$ cat src/hdl/media_regs_pkg.sv
// Package: offsets, field positions, reset values and carrier types for the media control registers
package media_regs_pkg;

	// ----------------------------------------------------------------
	// Bus widths
	// ----------------------------------------------------------------
	localparam int AXI_ADDR_W = 16;
	localparam int AXI_DATA_W = 32;
	localparam int REG_W = 16;
	localparam int STRB_W = AXI_DATA_W / 8;

	// ----------------------------------------------------------------
	// Printed register offsets (group nibble included) and byte addresses
	// ----------------------------------------------------------------
	localparam logic [15:0] OFF_EXT_ABILITY_TWO = 16'h100b;
	localparam logic [15:0] OFF_EXT_ABILITY = 16'h1012;
	localparam logic [15:0] OFF_MEDIUM_ROLE_CONTROL = 16'h1834;
	localparam logic [15:0] OFF_ATTACH_LAYER_CONTROL = 16'h18f6;
	// Group nibble dropped, index times four gives the byte address
	localparam logic [AXI_ADDR_W-1:0] ADDR_EXT_ABILITY_TWO = {2'h0, OFF_EXT_ABILITY_TWO[11:0], 2'h0};
	localparam logic [AXI_ADDR_W-1:0] ADDR_EXT_ABILITY = {2'h0, OFF_EXT_ABILITY[11:0], 2'h0};
	localparam logic [AXI_ADDR_W-1:0] ADDR_MEDIUM_ROLE_CONTROL =
		{2'h0, OFF_MEDIUM_ROLE_CONTROL[11:0], 2'h0};
	localparam logic [AXI_ADDR_W-1:0] ADDR_ATTACH_LAYER_CONTROL =
		{2'h0, OFF_ATTACH_LAYER_CONTROL[11:0], 2'h0};

	// ----------------------------------------------------------------
	// Field positions
	// ----------------------------------------------------------------
	localparam int BIT_SINGLE_PAIR_EXT = 11;
	localparam int BIT_LONG_REACH_10M = 2;
	localparam int BIT_ROLE_MASTER = 14;
	localparam int TYPE_LSB = 0;
	localparam int TYPE_MSB = 3;
	localparam logic [3:0] TYPE_10BASE_T1L = 4'h2;
	localparam int BIT_LAYER_RESET = 15;
	localparam int BIT_TX_DISABLE = 14;
	localparam int BIT_AMP_HIGH = 12;
	localparam int BIT_LOW_POWER = 11;
	localparam int BIT_EEE_ENABLE = 10;
	localparam int BIT_LOOPBACK = 0;

	// ----------------------------------------------------------------
	// Reset values
	// ----------------------------------------------------------------
	localparam logic [REG_W-1:0] RST_EXT_ABILITY_TWO = 16'h0800;
	localparam logic [REG_W-1:0] RST_EXT_ABILITY = 16'h0004;
	localparam logic [REG_W-1:0] RST_MEDIUM_ROLE_CONTROL = 16'h4002;
	localparam logic [REG_W-1:0] RST_ATTACH_LAYER_CONTROL = 16'h0000;

	// ----------------------------------------------------------------
	// Bus answers and timing
	// ----------------------------------------------------------------
	localparam logic [1:0] RESP_OKAY = 2'h0;
	localparam logic [1:0] RESP_SLVERR = 2'h2;
	localparam int LAYER_RESET_CYCLES = 16;
	localparam int RESET_CNT_W = 8;

	// ----------------------------------------------------------------
	// Types
	// ----------------------------------------------------------------
	typedef enum logic [0:0] {SEQ_IDLE, SEQ_HOLD} seq_state_t;

	typedef struct packed {
		logic awvalid;
		logic [AXI_ADDR_W-1:0] awaddr;
		logic wvalid;
		logic [AXI_DATA_W-1:0] wdata;
		logic [STRB_W-1:0] wstrb;
		logic bready;
		logic arvalid;
		logic [AXI_ADDR_W-1:0] araddr;
		logic rready;
	} axil_req_t;

	typedef struct packed {
		logic awready;
		logic wready;
		logic bvalid;
		logic [1:0] bresp;
		logic arready;
		logic rvalid;
		logic [AXI_DATA_W-1:0] rdata;
		logic [1:0] rresp;
	} axil_rsp_t;

	typedef struct packed {
		logic role_master;
		logic layer_reset;
		logic tx_disable;
		logic amp_high;
		logic low_power;
		logic eee_enable;
		logic loopback;
	} media_ctrl_t;

endpackage : media_regs_pkg

$ cat src/hdl/layer_reset_seq.sv
// Sequencer that holds the attachment layer in reset for a fixed number of cycles
`timescale 1ns/10ps
module layer_reset_seq
	import media_regs_pkg::*;
#(
	parameter int HOLD_CYCLES = LAYER_RESET_CYCLES
) (
	input wire logic clk,
	input wire logic rst_n,
	input wire logic start,
	output logic busy
);

	typedef struct packed {
		seq_state_t state;
		logic [RESET_CNT_W-1:0] count;
		logic busy;
	} seq_regs_t;

	localparam logic [RESET_CNT_W-1:0] LAST_COUNT = RESET_CNT_W'(HOLD_CYCLES - 1);

	seq_regs_t st_r;
	seq_regs_t st_nxt;

	// ----------------------------------------------------------------
	// Next state
	// ----------------------------------------------------------------
	// A start during the hold restarts the count, so a late request is never lost
	always_comb begin
		st_nxt = st_r;
		case (st_r.state)
			SEQ_IDLE: begin
				if (start) begin
					st_nxt.state = SEQ_HOLD;
					st_nxt.count = '0;
					st_nxt.busy = 1'b1;
				end
			end
			SEQ_HOLD: begin
				if (start) begin
					st_nxt.count = '0;
				end else if (st_r.count == LAST_COUNT) begin
					st_nxt.state = SEQ_IDLE;
					st_nxt.busy = 1'b0;
				end else begin
					st_nxt.count = st_r.count + 1'b1;
				end
			end
			default: begin
				st_nxt.state = SEQ_IDLE;
				st_nxt.busy = 1'b0;
			end
		endcase
	end

	// State register
	always_ff @(posedge clk or negedge rst_n) begin
		if (!rst_n) begin
			st_r <= '{state: SEQ_IDLE, count: '0, busy: 1'b0};
		end else begin
			st_r <= st_nxt;
		end
	end

	assign busy = st_r.busy;

endmodule : layer_reset_seq

$ cat src/hdl/phy_media_attach_ctrl_regs.sv
// Media attachment control and ability registers behind an AXI4-Lite slave
//
// Notes on behaviour
// - Second extended-ability word always reads one in bit 11.
// - Extended-ability word reads one in bit 2, all other bits zero.
// - Role bit 14 is read/write, resets to one; one means link master.
// - Link-type field bits 3 to 0 always read 0010b for 10BASE-T1L.
// - Writing one to layer bit 15 resets the layer; bit clears itself.
// - Layer bit 14 read/write, resets zero; one disables the transmitter.
// - Layer bit 12 read/write, resets zero; one selects 2.4 Vpp, zero 1.0 Vpp.
// - Layer bit 11 read/write, resets zero; one requests low-power mode.
// - Layer bit 10 read/write, resets zero; one enables energy-efficient operation.
// - Layer bit 0 read/write, resets zero; one turns on layer loopback.
//
// The AXI4-Lite slave port was decided locally.
`timescale 1ns/10ps
module phy_media_attach_ctrl_regs
	import media_regs_pkg::*;
#(
	parameter int HOLD_CYCLES = LAYER_RESET_CYCLES
) (
	input wire logic clk,
	input wire logic rst_n,
	input wire axil_req_t axil_req,
	output axil_rsp_t axil_rsp,
	output media_ctrl_t media_ctrl
);

	// ----------------------------------------------------------------
	// State
	// ----------------------------------------------------------------
	typedef struct packed {
		logic aw_held;
		logic [AXI_ADDR_W-1:0] aw_addr;
		logic w_held;
		logic [AXI_DATA_W-1:0] w_data;
		logic [STRB_W-1:0] w_strb;
		logic bvalid;
		logic [1:0] bresp;
		logic rvalid;
		logic [AXI_DATA_W-1:0] rdata;
		logic [1:0] rresp;
		logic role_master;
		logic tx_disable;
		logic amp_high;
		logic low_power;
		logic eee_enable;
		logic loopback;
		logic reset_start;
	} regs_state_t;

	localparam regs_state_t STATE_RESET = '{
		aw_held: 1'b0,
		aw_addr: '0,
		w_held: 1'b0,
		w_data: '0,
		w_strb: '0,
		bvalid: 1'b0,
		bresp: RESP_OKAY,
		rvalid: 1'b0,
		rdata: '0,
		rresp: RESP_OKAY,
		role_master: RST_MEDIUM_ROLE_CONTROL[BIT_ROLE_MASTER],
		tx_disable: RST_ATTACH_LAYER_CONTROL[BIT_TX_DISABLE],
		amp_high: RST_ATTACH_LAYER_CONTROL[BIT_AMP_HIGH],
		low_power: RST_ATTACH_LAYER_CONTROL[BIT_LOW_POWER],
		eee_enable: RST_ATTACH_LAYER_CONTROL[BIT_EEE_ENABLE],
		loopback: RST_ATTACH_LAYER_CONTROL[BIT_LOOPBACK],
		reset_start: 1'b0
	};

	regs_state_t st_r;
	regs_state_t st_nxt;
	logic layer_busy;

	// ----------------------------------------------------------------
	// Helpers
	// ----------------------------------------------------------------
	// Registers are 16 bits wide, so only the two low byte lanes can change anything
	function automatic logic [REG_W-1:0] merge_lanes(
		input logic [REG_W-1:0] old_val,
		input logic [AXI_DATA_W-1:0] data,
		input logic [STRB_W-1:0] strb
	);
		logic [REG_W-1:0] res;
		res = old_val;
		if (strb[0]) begin
			res[7:0] = data[7:0];
		end
		if (strb[1]) begin
			res[15:8] = data[15:8];
		end
		return res;
	endfunction : merge_lanes

	// Byte offset bits are ignored; a word lives at any address within it
	function automatic logic [AXI_ADDR_W-1:0] word_addr(input logic [AXI_ADDR_W-1:0] a);
		return {a[AXI_ADDR_W-1:2], 2'h0};
	endfunction : word_addr

	// ----------------------------------------------------------------
	// Read view of the four words
	// ----------------------------------------------------------------
	logic [REG_W-1:0] ext_two_view;
	logic [REG_W-1:0] ext_view;
	logic [REG_W-1:0] role_view;
	logic [REG_W-1:0] layer_view;

	// Fixed words are built from constants, so no write path can reach them
	always_comb begin
		ext_two_view = '0;
		ext_two_view[BIT_SINGLE_PAIR_EXT] = RST_EXT_ABILITY_TWO[BIT_SINGLE_PAIR_EXT];
		ext_view = '0;
		ext_view[BIT_LONG_REACH_10M] = RST_EXT_ABILITY[BIT_LONG_REACH_10M];
		role_view = '0;
		role_view[BIT_ROLE_MASTER] = st_r.role_master;
		role_view[TYPE_MSB:TYPE_LSB] = TYPE_10BASE_T1L;
		layer_view = '0;
		layer_view[BIT_LAYER_RESET] = layer_busy;
		layer_view[BIT_TX_DISABLE] = st_r.tx_disable;
		layer_view[BIT_AMP_HIGH] = st_r.amp_high;
		layer_view[BIT_LOW_POWER] = st_r.low_power;
		layer_view[BIT_EEE_ENABLE] = st_r.eee_enable;
		layer_view[BIT_LOOPBACK] = st_r.loopback;
	end

	// ----------------------------------------------------------------
	// Channel handshakes
	// ----------------------------------------------------------------
	logic aw_take;
	logic w_take;
	logic ar_take;
	logic aw_have;
	logic w_have;
	logic [AXI_ADDR_W-1:0] wr_addr;
	logic [AXI_DATA_W-1:0] wr_data;
	logic [STRB_W-1:0] wr_strb;

	// Address and data are refused while their own half is parked or a response is still owed
	assign axil_rsp.awready = !st_r.aw_held && !st_r.bvalid;
	assign axil_rsp.wready = !st_r.w_held && !st_r.bvalid;
	assign axil_rsp.arready = !st_r.rvalid;
	assign aw_take = axil_req.awvalid && axil_rsp.awready;
	assign w_take = axil_req.wvalid && axil_rsp.wready;
	assign ar_take = axil_req.arvalid && axil_rsp.arready;

	// Use a held beat or one arriving now, so the write commits on the last taking edge
	assign aw_have = st_r.aw_held || aw_take;
	assign w_have = st_r.w_held || w_take;
	assign wr_addr = st_r.aw_held ? st_r.aw_addr : axil_req.awaddr;
	assign wr_data = st_r.w_held ? st_r.w_data : axil_req.wdata;
	assign wr_strb = st_r.w_held ? st_r.w_strb : axil_req.wstrb;

	// ----------------------------------------------------------------
	// Address decode
	// ----------------------------------------------------------------
	// Both paths share one map, so a word cannot be mapped for reads and lost for writes
	typedef enum logic [2:0] {SEL_NONE, SEL_EXT_TWO, SEL_EXT, SEL_ROLE, SEL_LAYER} reg_sel_t;

	reg_sel_t wr_sel;
	reg_sel_t rd_sel;

	// Write decode follows the parked or arriving address of the write about to commit
	always_comb begin
		logic [AXI_ADDR_W-1:0] wa;
		wa = word_addr(wr_addr);
		if (wa == ADDR_EXT_ABILITY_TWO) begin
			wr_sel = SEL_EXT_TWO;
		end else if (wa == ADDR_EXT_ABILITY) begin
			wr_sel = SEL_EXT;
		end else if (wa == ADDR_MEDIUM_ROLE_CONTROL) begin
			wr_sel = SEL_ROLE;
		end else if (wa == ADDR_ATTACH_LAYER_CONTROL) begin
			wr_sel = SEL_LAYER;
		end else begin
			wr_sel = SEL_NONE;
		end
	end

	// Read decode follows the bus address; it only matters at the taking edge
	always_comb begin
		logic [AXI_ADDR_W-1:0] ra;
		ra = word_addr(axil_req.araddr);
		if (ra == ADDR_EXT_ABILITY_TWO) begin
			rd_sel = SEL_EXT_TWO;
		end else if (ra == ADDR_EXT_ABILITY) begin
			rd_sel = SEL_EXT;
		end else if (ra == ADDR_MEDIUM_ROLE_CONTROL) begin
			rd_sel = SEL_ROLE;
		end else if (ra == ADDR_ATTACH_LAYER_CONTROL) begin
			rd_sel = SEL_LAYER;
		end else begin
			rd_sel = SEL_NONE;
		end
	end

	// ----------------------------------------------------------------
	// Next state
	// ----------------------------------------------------------------
	always_comb begin
		logic [REG_W-1:0] merged;
		merged = '0;
		st_nxt = st_r;
		st_nxt.reset_start = 1'b0;

		// Write response retires here; new halves are refused until the cycle after
		if (st_r.bvalid && axil_req.bready) begin
			st_nxt.bvalid = 1'b0;
		end

		// Park whichever half of a write arrives alone
		if (aw_take) begin
			st_nxt.aw_held = 1'b1;
			st_nxt.aw_addr = axil_req.awaddr;
		end
		if (w_take) begin
			st_nxt.w_held = 1'b1;
			st_nxt.w_data = axil_req.wdata;
			st_nxt.w_strb = axil_req.wstrb;
		end

		// Commit once both halves are present
		if (aw_have && w_have && !st_r.bvalid) begin
			st_nxt.aw_held = 1'b0;
			st_nxt.w_held = 1'b0;
			st_nxt.bvalid = 1'b1;
			st_nxt.bresp = RESP_OKAY;
			if (wr_sel == SEL_ROLE) begin
				merged = merge_lanes(role_view, wr_data, wr_strb);
				st_nxt.role_master = merged[BIT_ROLE_MASTER];
			end else if (wr_sel == SEL_LAYER) begin
				merged = merge_lanes(layer_view, wr_data, wr_strb);
				// Writing zero to a busy reset bit cannot abort the reset
				st_nxt.reset_start = merged[BIT_LAYER_RESET] && wr_strb[1];
				st_nxt.tx_disable = merged[BIT_TX_DISABLE];
				st_nxt.amp_high = merged[BIT_AMP_HIGH];
				st_nxt.low_power = merged[BIT_LOW_POWER];
				st_nxt.eee_enable = merged[BIT_EEE_ENABLE];
				st_nxt.loopback = merged[BIT_LOOPBACK];
			end else if (wr_sel == SEL_EXT_TWO || wr_sel == SEL_EXT) begin
				st_nxt.bresp = RESP_OKAY;
			end else begin
				st_nxt.bresp = RESP_SLVERR;
			end
		end

		// Read channel: one read under way, data captured at the taking edge
		if (st_r.rvalid && axil_req.rready) begin
			st_nxt.rvalid = 1'b0;
		end
		if (ar_take) begin
			st_nxt.rvalid = 1'b1;
			st_nxt.rresp = RESP_OKAY;
			st_nxt.rdata = '0;
			if (rd_sel == SEL_EXT_TWO) begin
				st_nxt.rdata[REG_W-1:0] = ext_two_view;
			end else if (rd_sel == SEL_EXT) begin
				st_nxt.rdata[REG_W-1:0] = ext_view;
			end else if (rd_sel == SEL_ROLE) begin
				st_nxt.rdata[REG_W-1:0] = role_view;
			end else if (rd_sel == SEL_LAYER) begin
				st_nxt.rdata[REG_W-1:0] = layer_view;
			end else begin
				st_nxt.rresp = RESP_SLVERR;
			end
		end
	end

	// ----------------------------------------------------------------
	// State register
	// ----------------------------------------------------------------
	always_ff @(posedge clk or negedge rst_n) begin
		if (!rst_n) begin
			st_r <= STATE_RESET;
		end else begin
			st_r <= st_nxt;
		end
	end

	// ----------------------------------------------------------------
	// Layer reset sequencer
	// ----------------------------------------------------------------
	// A restart while busy extends the hold, except a write committed at the edge that ends it: busy then drops for one cycle
	layer_reset_seq #(
		.HOLD_CYCLES(HOLD_CYCLES)
	) u_layer_reset_seq (
		.clk(clk),
		.rst_n(rst_n),
		.start(st_r.reset_start),
		.busy(layer_busy)
	);

	// ----------------------------------------------------------------
	// Outputs
	// ----------------------------------------------------------------
	assign axil_rsp.bvalid = st_r.bvalid;
	assign axil_rsp.bresp = st_r.bresp;
	assign axil_rsp.rvalid = st_r.rvalid;
	assign axil_rsp.rdata = st_r.rdata;
	assign axil_rsp.rresp = st_r.rresp;

	// Controls drive the layer straight from flip-flops
	assign media_ctrl.role_master = st_r.role_master;
	assign media_ctrl.layer_reset = layer_busy;
	assign media_ctrl.tx_disable = st_r.tx_disable;
	assign media_ctrl.amp_high = st_r.amp_high;
	assign media_ctrl.low_power = st_r.low_power;
	assign media_ctrl.eee_enable = st_r.eee_enable;
	assign media_ctrl.loopback = st_r.loopback;

endmodule : phy_media_attach_ctrl_regs

$ cat config.mk
export PLATFORM = sky130hd
export DESIGN_NAME = phy_media_attach_ctrl_regs
export DESIGN_NICKNAME = d
export VERILOG_FILES = /design/src/hdl/media_regs_pkg.sv /design/src/hdl/layer_reset_seq.sv /design/src/hdl/phy_media_attach_ctrl_regs.sv
export SDC_FILE = /design/constraint.sdc
export NUM_CORES = 1
export LEC_CHECK = 0
export BUFFER_PORTS_ARGS = -buffer_cell sky130_fd_sc_hd__buf_2
export CORE_UTILIZATION = 50
export CTS_BUF_LIST = sky130_fd_sc_hd__clkbuf_4
export DETAILED_ROUTE_END_ITERATION = 6
export PLACE_DENSITY_LB_ADDON = 0.12
export SETUP_SLACK_MARGIN = 0.2
export SYNTH_ARGS = -nofsm -noshare
export SYNTH_HDL_FRONTEND = slang
export SYNTH_SLANG_ARGS = --single-unit
$ cat constraint.sdc
create_clock -name clk -period 2.8 [get_ports clk]
set_input_delay 0.28 -clock clk [delete_from_list [all_inputs] [get_ports clk]]
set_output_delay 0.28 -clock clk [all_outputs]
set_load 0.02 [all_outputs]
After elaboration in Yosys (flattened, before gate mapping)
Cells that the tools add are included.
Widths: inputs -> output; s select.
Word-level totals
  register bits: 93
  output and inout port bits: 48
Operators by class
  multiplexer cells: 45
  reduce and logical (&&, ||, !) cells: 26
  add/subtract/negate cells: 1
  bitwise operators: 2
  equal/unequal tests: 22
Operator list (number)
  $mux 16: 6
  $eq 14x12->1 const B: 4
  $mux 8: 6
  $mux 37: 1
  $mux 35: 1
  $eq 14x4->1 const B: 2
  $eq 14x5->1 const B: 2
  $mux 3: 9
  $pmux 10 s2: 1
  $mux 17: 1
  $mux 2: 8
  $eq 3x2->1 const B: 4
  $mux 1: 11
  $logic_and 1x1->1: 10
  $mux 10: 1
  $add 8x1->8 const B: 1
  $eq 8x4->1 const B: 1
  $reduce_and 4->1: 2
  $reduce_bool 2->1: 4
  $eq 3x1->1 const B: 2
  $eq 3x3->1 const B: 2
  $ne 2x2->1 const B: 3
  $reduce_and 3->1: 2
  $logic_not 1->1: 4
  5 further kinds: 8

Longest topological paths before layout
  depth in word-level cells: 14
  depth in mapped cells: 7
  mapped depth without buffers: 6

Cells and area by module
A second synthesis with hierarchy kept.
Unflattened totals
  cell total of the unflattened synthesis: 274
  area total of the unflattened synthesis: 2954.1 um2
By module, submodules not included
  phy_media_attach_ctrl_regs: times used 1, sequential area each 1077.3 um2, cells each 222, area each 2426.1 um2
  layer_reset_seq: times used 1, sequential area each 250.2 um2, cells each 52, area each 528.0 um2

Worst setup path before layout
OpenSTA, ideal clock, no wires.
  kind: flip-flop to flip-flop
  start: reg st_r (netlist bit axil_rsp[38])
  end: reg st_r (netlist bit media_ctrl[1])
  stages on the path, launching flop included: 6
  setup time: 0.125 ns
  arrival time: 1.993 ns
  setup slack: 0.682 ns
  data required time: 2.675 ns
  cell sequence: dfrtp_1 > o21bai_1 > or2_4 > a2111o_1 > or3_4 > mux2_4
On the way
  word-level cells in the longest chain between the ends: 8
Ends and longest elaborated chain
  from (decl): line phy_media_attach_ctrl_regs.sv:72  | regs_state_t st_r;
  from (signal assigned): line phy_media_attach_ctrl_regs.sv:276  | st_r <= st_nxt;
  $logic_not 1->1 (*): line phy_media_attach_ctrl_regs.sv:140, phy_media_attach_ctrl_regs.sv:141, phy_media_attach_ctrl_regs.sv:223
  $logic_and 1x1->1 (on tied branches): line phy_media_attach_ctrl_regs.sv:140, phy_media_attach_ctrl_regs.sv:141
  $logic_and 1x1->1 (on tied branches): line phy_media_attach_ctrl_regs.sv:143, phy_media_attach_ctrl_regs.sv:144
  $logic_or 1x1->1 (on tied branches): line phy_media_attach_ctrl_regs.sv:148, phy_media_attach_ctrl_regs.sv:149
  $logic_and 1x1->1: line phy_media_attach_ctrl_regs.sv:223  | if (aw_have && w_have && !st_r.bvalid) begin
  $logic_and 1x1->1 (*): line phy_media_attach_ctrl_regs.sv:223
  $ne 4x4->1 (no source line)
  $reduce_and 4->1 (no source line) (*)
Mark *: on every way between the ends. The rest lies on a longest branch, timed or not.
A chain may end at the register's enable or synchronous reset.

Final worst setup path
  start: reg st_r[98] in the netlist's numbering
  end: reg st_r (netlist bit media_ctrl[4])
On the way
  word-level cells in the longest chain between the ends: 9
Ends and longest elaborated chain
  $mux 16: line phy_media_attach_ctrl_regs.sv:150  | assign wr_addr = st_r.aw_held ? st_r.aw_addr : axil_req.awaddr;
  $eq 14x12->1: line phy_media_attach_ctrl_regs.sv:173  | end else if (wa == ADDR_ATTACH_LAYER_CONTROL) begin
  $mux 3: line phy_media_attach_ctrl_regs.sv:173
  $mux 3: line phy_media_attach_ctrl_regs.sv:171  | end else if (wa == ADDR_MEDIUM_ROLE_CONTROL) begin
  $mux 3: line phy_media_attach_ctrl_regs.sv:169  | end else if (wa == ADDR_EXT_ABILITY) begin
  $mux 3: line phy_media_attach_ctrl_regs.sv:167  | if (wa == ADDR_EXT_ABILITY_TWO) begin
  $eq 3x2->1 or $eq 3x3->1 (tied branches): line phy_media_attach_ctrl_regs.sv:228, phy_media_attach_ctrl_regs.sv:231
  $ne 4x4->1 (no source line) or $not 1->1 (tied branches)
  $reduce_and 4->1 (no source line) (*)
Marked as above.

==> results_dict.tcl <==
set metrics [dict create \
    synth_top_area_cell "dfrtp_1" \
    leakagePower_nw 1.549 \
    reg2reg_depth 6 \
    hpwlAfterDp_um 3781 \
    internal_power_mw 1.613 \
    p_switching_mw 0.7281 \
    cts_tree "built" \
    finalSetupTns_ns 0 \
    die_y_um 78.41 \
    required_ns 3.08 \
    wl_per_cell_um 12.93 \
    cp_max_fo 19 \
    place_congestion 0.7384 \
    slowest_delay_ns 0.47 \
    final_common_cell "buf_2" \
    r2r_start "st_r[98]" \
    yosys_warnings 0 \
    ys_top_cells_by_area "dfrtp_1, buf_4, mux2_2" \
    async_flop_share 1.000 \
    worstHoldPathType "in -> reg" \
    fin_nets 387 \
    synth_cells 262 \
    route.detailed.drc 0 \
    yosysTopAreaCellShare 0.4458 \
    syn_area_mm2 0.002919 \
    pwr-share-comb 0.310 \
    hold_ws_ns 0.07227 \
    antenna_found_initial 0 \
    antenna_cells 0 \
    regToRegSetupSlack_ns 0.54 \
    synth_edf_count 0 \
    seq_power_share 0.465 \
    relSlewSlack 0.4610 \
    via_per_inst 5.177 \
    final_layout_size_suffix_gt1_frac 0.3910 \
    p_total_mw 2.341 \
    io_pins 123 \
    power_density_mw_per_mm2 732.0 \
    final_max_slew_viol_count 0 \
    clkTransAtPathRegs_ns 0.16 \
    finalHoldViolCount 0 \
    critPathBufInv 1 \
    reg2reg_to "media_ctrl[4]" \
    grt_pass1_vias 1857 \
    tightest_slew_ns 0.8024 \
    placed_cells 375 \
    setup_viol 0 \
    maxCapViolCount 0 \
    fill_cells 509 \
    cts_setup_buffers 0 \
    whs_endpoint "axil_rsp[34]" \
    yosysSeqAreaShare 0.4548 \
    grt_max_degree 30 \
    insertion_delay_ns 0.37 \
    outcome "completed" \
    fp.dieArea_mm2 0.006147 \
    cts_root_buffer "clkbuf_4" \
    start_kind "flop" \
    layout.cells.most_common_list "buf_2, dfrtp_1, conb_1" \
    synth.distinct_cells 52 \
    cp_slowest_cell "dfrtp_1" \
    rsz0062_at_grt "false" \
    start_util 0.5237 \
    die_w_um 78.41 \
    ir_worst_vdd_mv 0.4112 \
    dr.pass1.iters 4 \
    ant_nets 0 \
    cp_cell_sequence "buf_4 > nor3b_1 > nor2_1 > a2111o_1 > or3_4 > mux2_4" \
    syn2layout_area_growth_pct 9.559 \
    fin_skew_ns 0.009025 \
    grt_pass1_wl_um 8459 \
    htree_num_levels 2 \
    fmax_mhz 442.4 \
    numCtsBuffers 5 \
    clockBufferDepth 2 \
    core_mm2 0.005574 \
    worstSetupEndpointType "flop" \
    min-delay-start "axil_req[0]" \
    crit_type "reg -> reg" \
    grt.overflow.total 0 \
    rows 27 \
    final_util 0.5737 \
    clkPwrFrac 0.225 \
    grt_use_total 0.1770 \
    cp_top_family "simple AND/OR/NAND/NOR gates" \
    swShare 0.3110 \
    period_share 0.8073 \
    postRouteWirelength_um 4965 \
    syn_area_per_cell_um2 11.14 \
    startpoint "st_r[98]" \
    synth-seq-cells 53 \
    vias 1988 \
    cts_sinks 53 \
    final_cells 384 \
    min_path_cells 2 \
    port_buffers 64 \
    ys.flop_type "dfrtp_1" \
    initialDrtViolationCount 46 \
    period_minus_slack_ns 2.260 \
    arrival_ns 2.54 \
]
-- per-stage QoR --
| stage | area (um2) | worst slack [ns] |
|---|---|---|
| 6_report | 3198 | 0.5396 |
| 5_1_grt | 3198 | 0.4083 |
| 4_1_cts | 3198 | 0.5338 |
| 3_5_place_dp | 3082 | 0.5462 |
| 3_3_place_gp | 3082 | 0.5240 |
| 2_1_floorplan | 3013 | 0.6821 |
-- cells by family after synthesis --
family                     after synthesis  share of synthesized area
AOI/OAI and AO/OA                       34                    0.08873
xor gates and xnor gates                 7                    0.02100
adders and majority gates                1                   0.004286
buffers and inverters                   57                     0.1350
DFF                                     53                     0.4548
muxes                                   37                     0.1457
other                                    1                   0.001285
and+or+nand+nor                         72                     0.1492
-- cells in the mapped netlist, drive strengths merged, types with 2 or more instances --
cell type / number
or2: 4
o22ai: 5
nand3: 4
clkbuf: 5
nand4: 5
and2b: 2
or4b: 2
and3b: 3
mux2: 32
nor3: 7
and3: 3
nor2b: 4
a32o: 4
nor4: 4
mux2i: 5
o21ai: 3
inv: 4
buf: 48
nand2: 8
a22o: 5
nor2: 16
a21oi: 6
nor3b: 5
xor2: 4
nor4b: 3
dfrtp: 52
xnor2: 3
-- per-layer routing --
| metal | global-route usage | routed length [um] |
|---|---|---|
| met1 | 0.2329 | 2277 |
| met2 | 0.2886 | 2450 |
| met3 | 0.02791 | 154 |
| met4 | 0.07778 | 82 |
| met5 | 0 | 0 |
-- power groups by stage --
stage / sequential, mW / combinational (mW) / clock, mW
final: 1.09 / 0.727 / 0.526
after global routing: 1.12 / 0.799 / 0.574
after CTS: 1.09 / 0.735 / 0.548
after detailed placement: 1.11 / 0.729 / 0
after global placement: 1.10 / 0.719 / 0
after floorplan: 1.07 / 0.626 / 0
-- worst register-to-register path, stage by stage, from the launching register on --
cell	delay, ns
dfrtp_1	0.47
buf_4	0.22
nor3b_1	0.27
nor2_1	0.09
a2111o_1	0.37
or3_4	0.46
mux2_4	0.31
-- state kept, by name, indices dropped and copies added (netlist names) --
signal / cells
axil_rsp: 12
media_ctrl: 6
st_r: 25
u_layer_reset_seq.busy: 1
u_layer_reset_seq.st_r: 9
-- area by class of cell --
class	count	area, um2	share of cell area
Timing Repair Buffer	70	367.9	0.1150
Multi-Input combinational cell	177	1291	0.4038
Sequential cell	53	1328	0.4151
Clock buffer	5	37.54	0.01174
Tap cell	72	90.09	0.02817
Clock inverter	3	68.82	0.02152
Inverter	4	15.01	0.004695
-- what timing repair did --
item,4_1_cts,5_1_grt
hold endpoints to repair,52,0
resized for setup,0,0
hold buffers,1,0
-- worst max path at each step --
stage          cells after the start  slack [ns]            end
6_report                           6        0.54  media_ctrl[4]
5_1_grt                            5        0.41  media_ctrl[3]
4_1_cts                            5        0.53  media_ctrl[4]
3_5_place_dp                       6        0.55  media_ctrl[4]
3_3_place_gp                       6        0.52  media_ctrl[2]
2_1_floorplan                      5        0.68  media_ctrl[1]
Power figures use the tool's default switching activity.
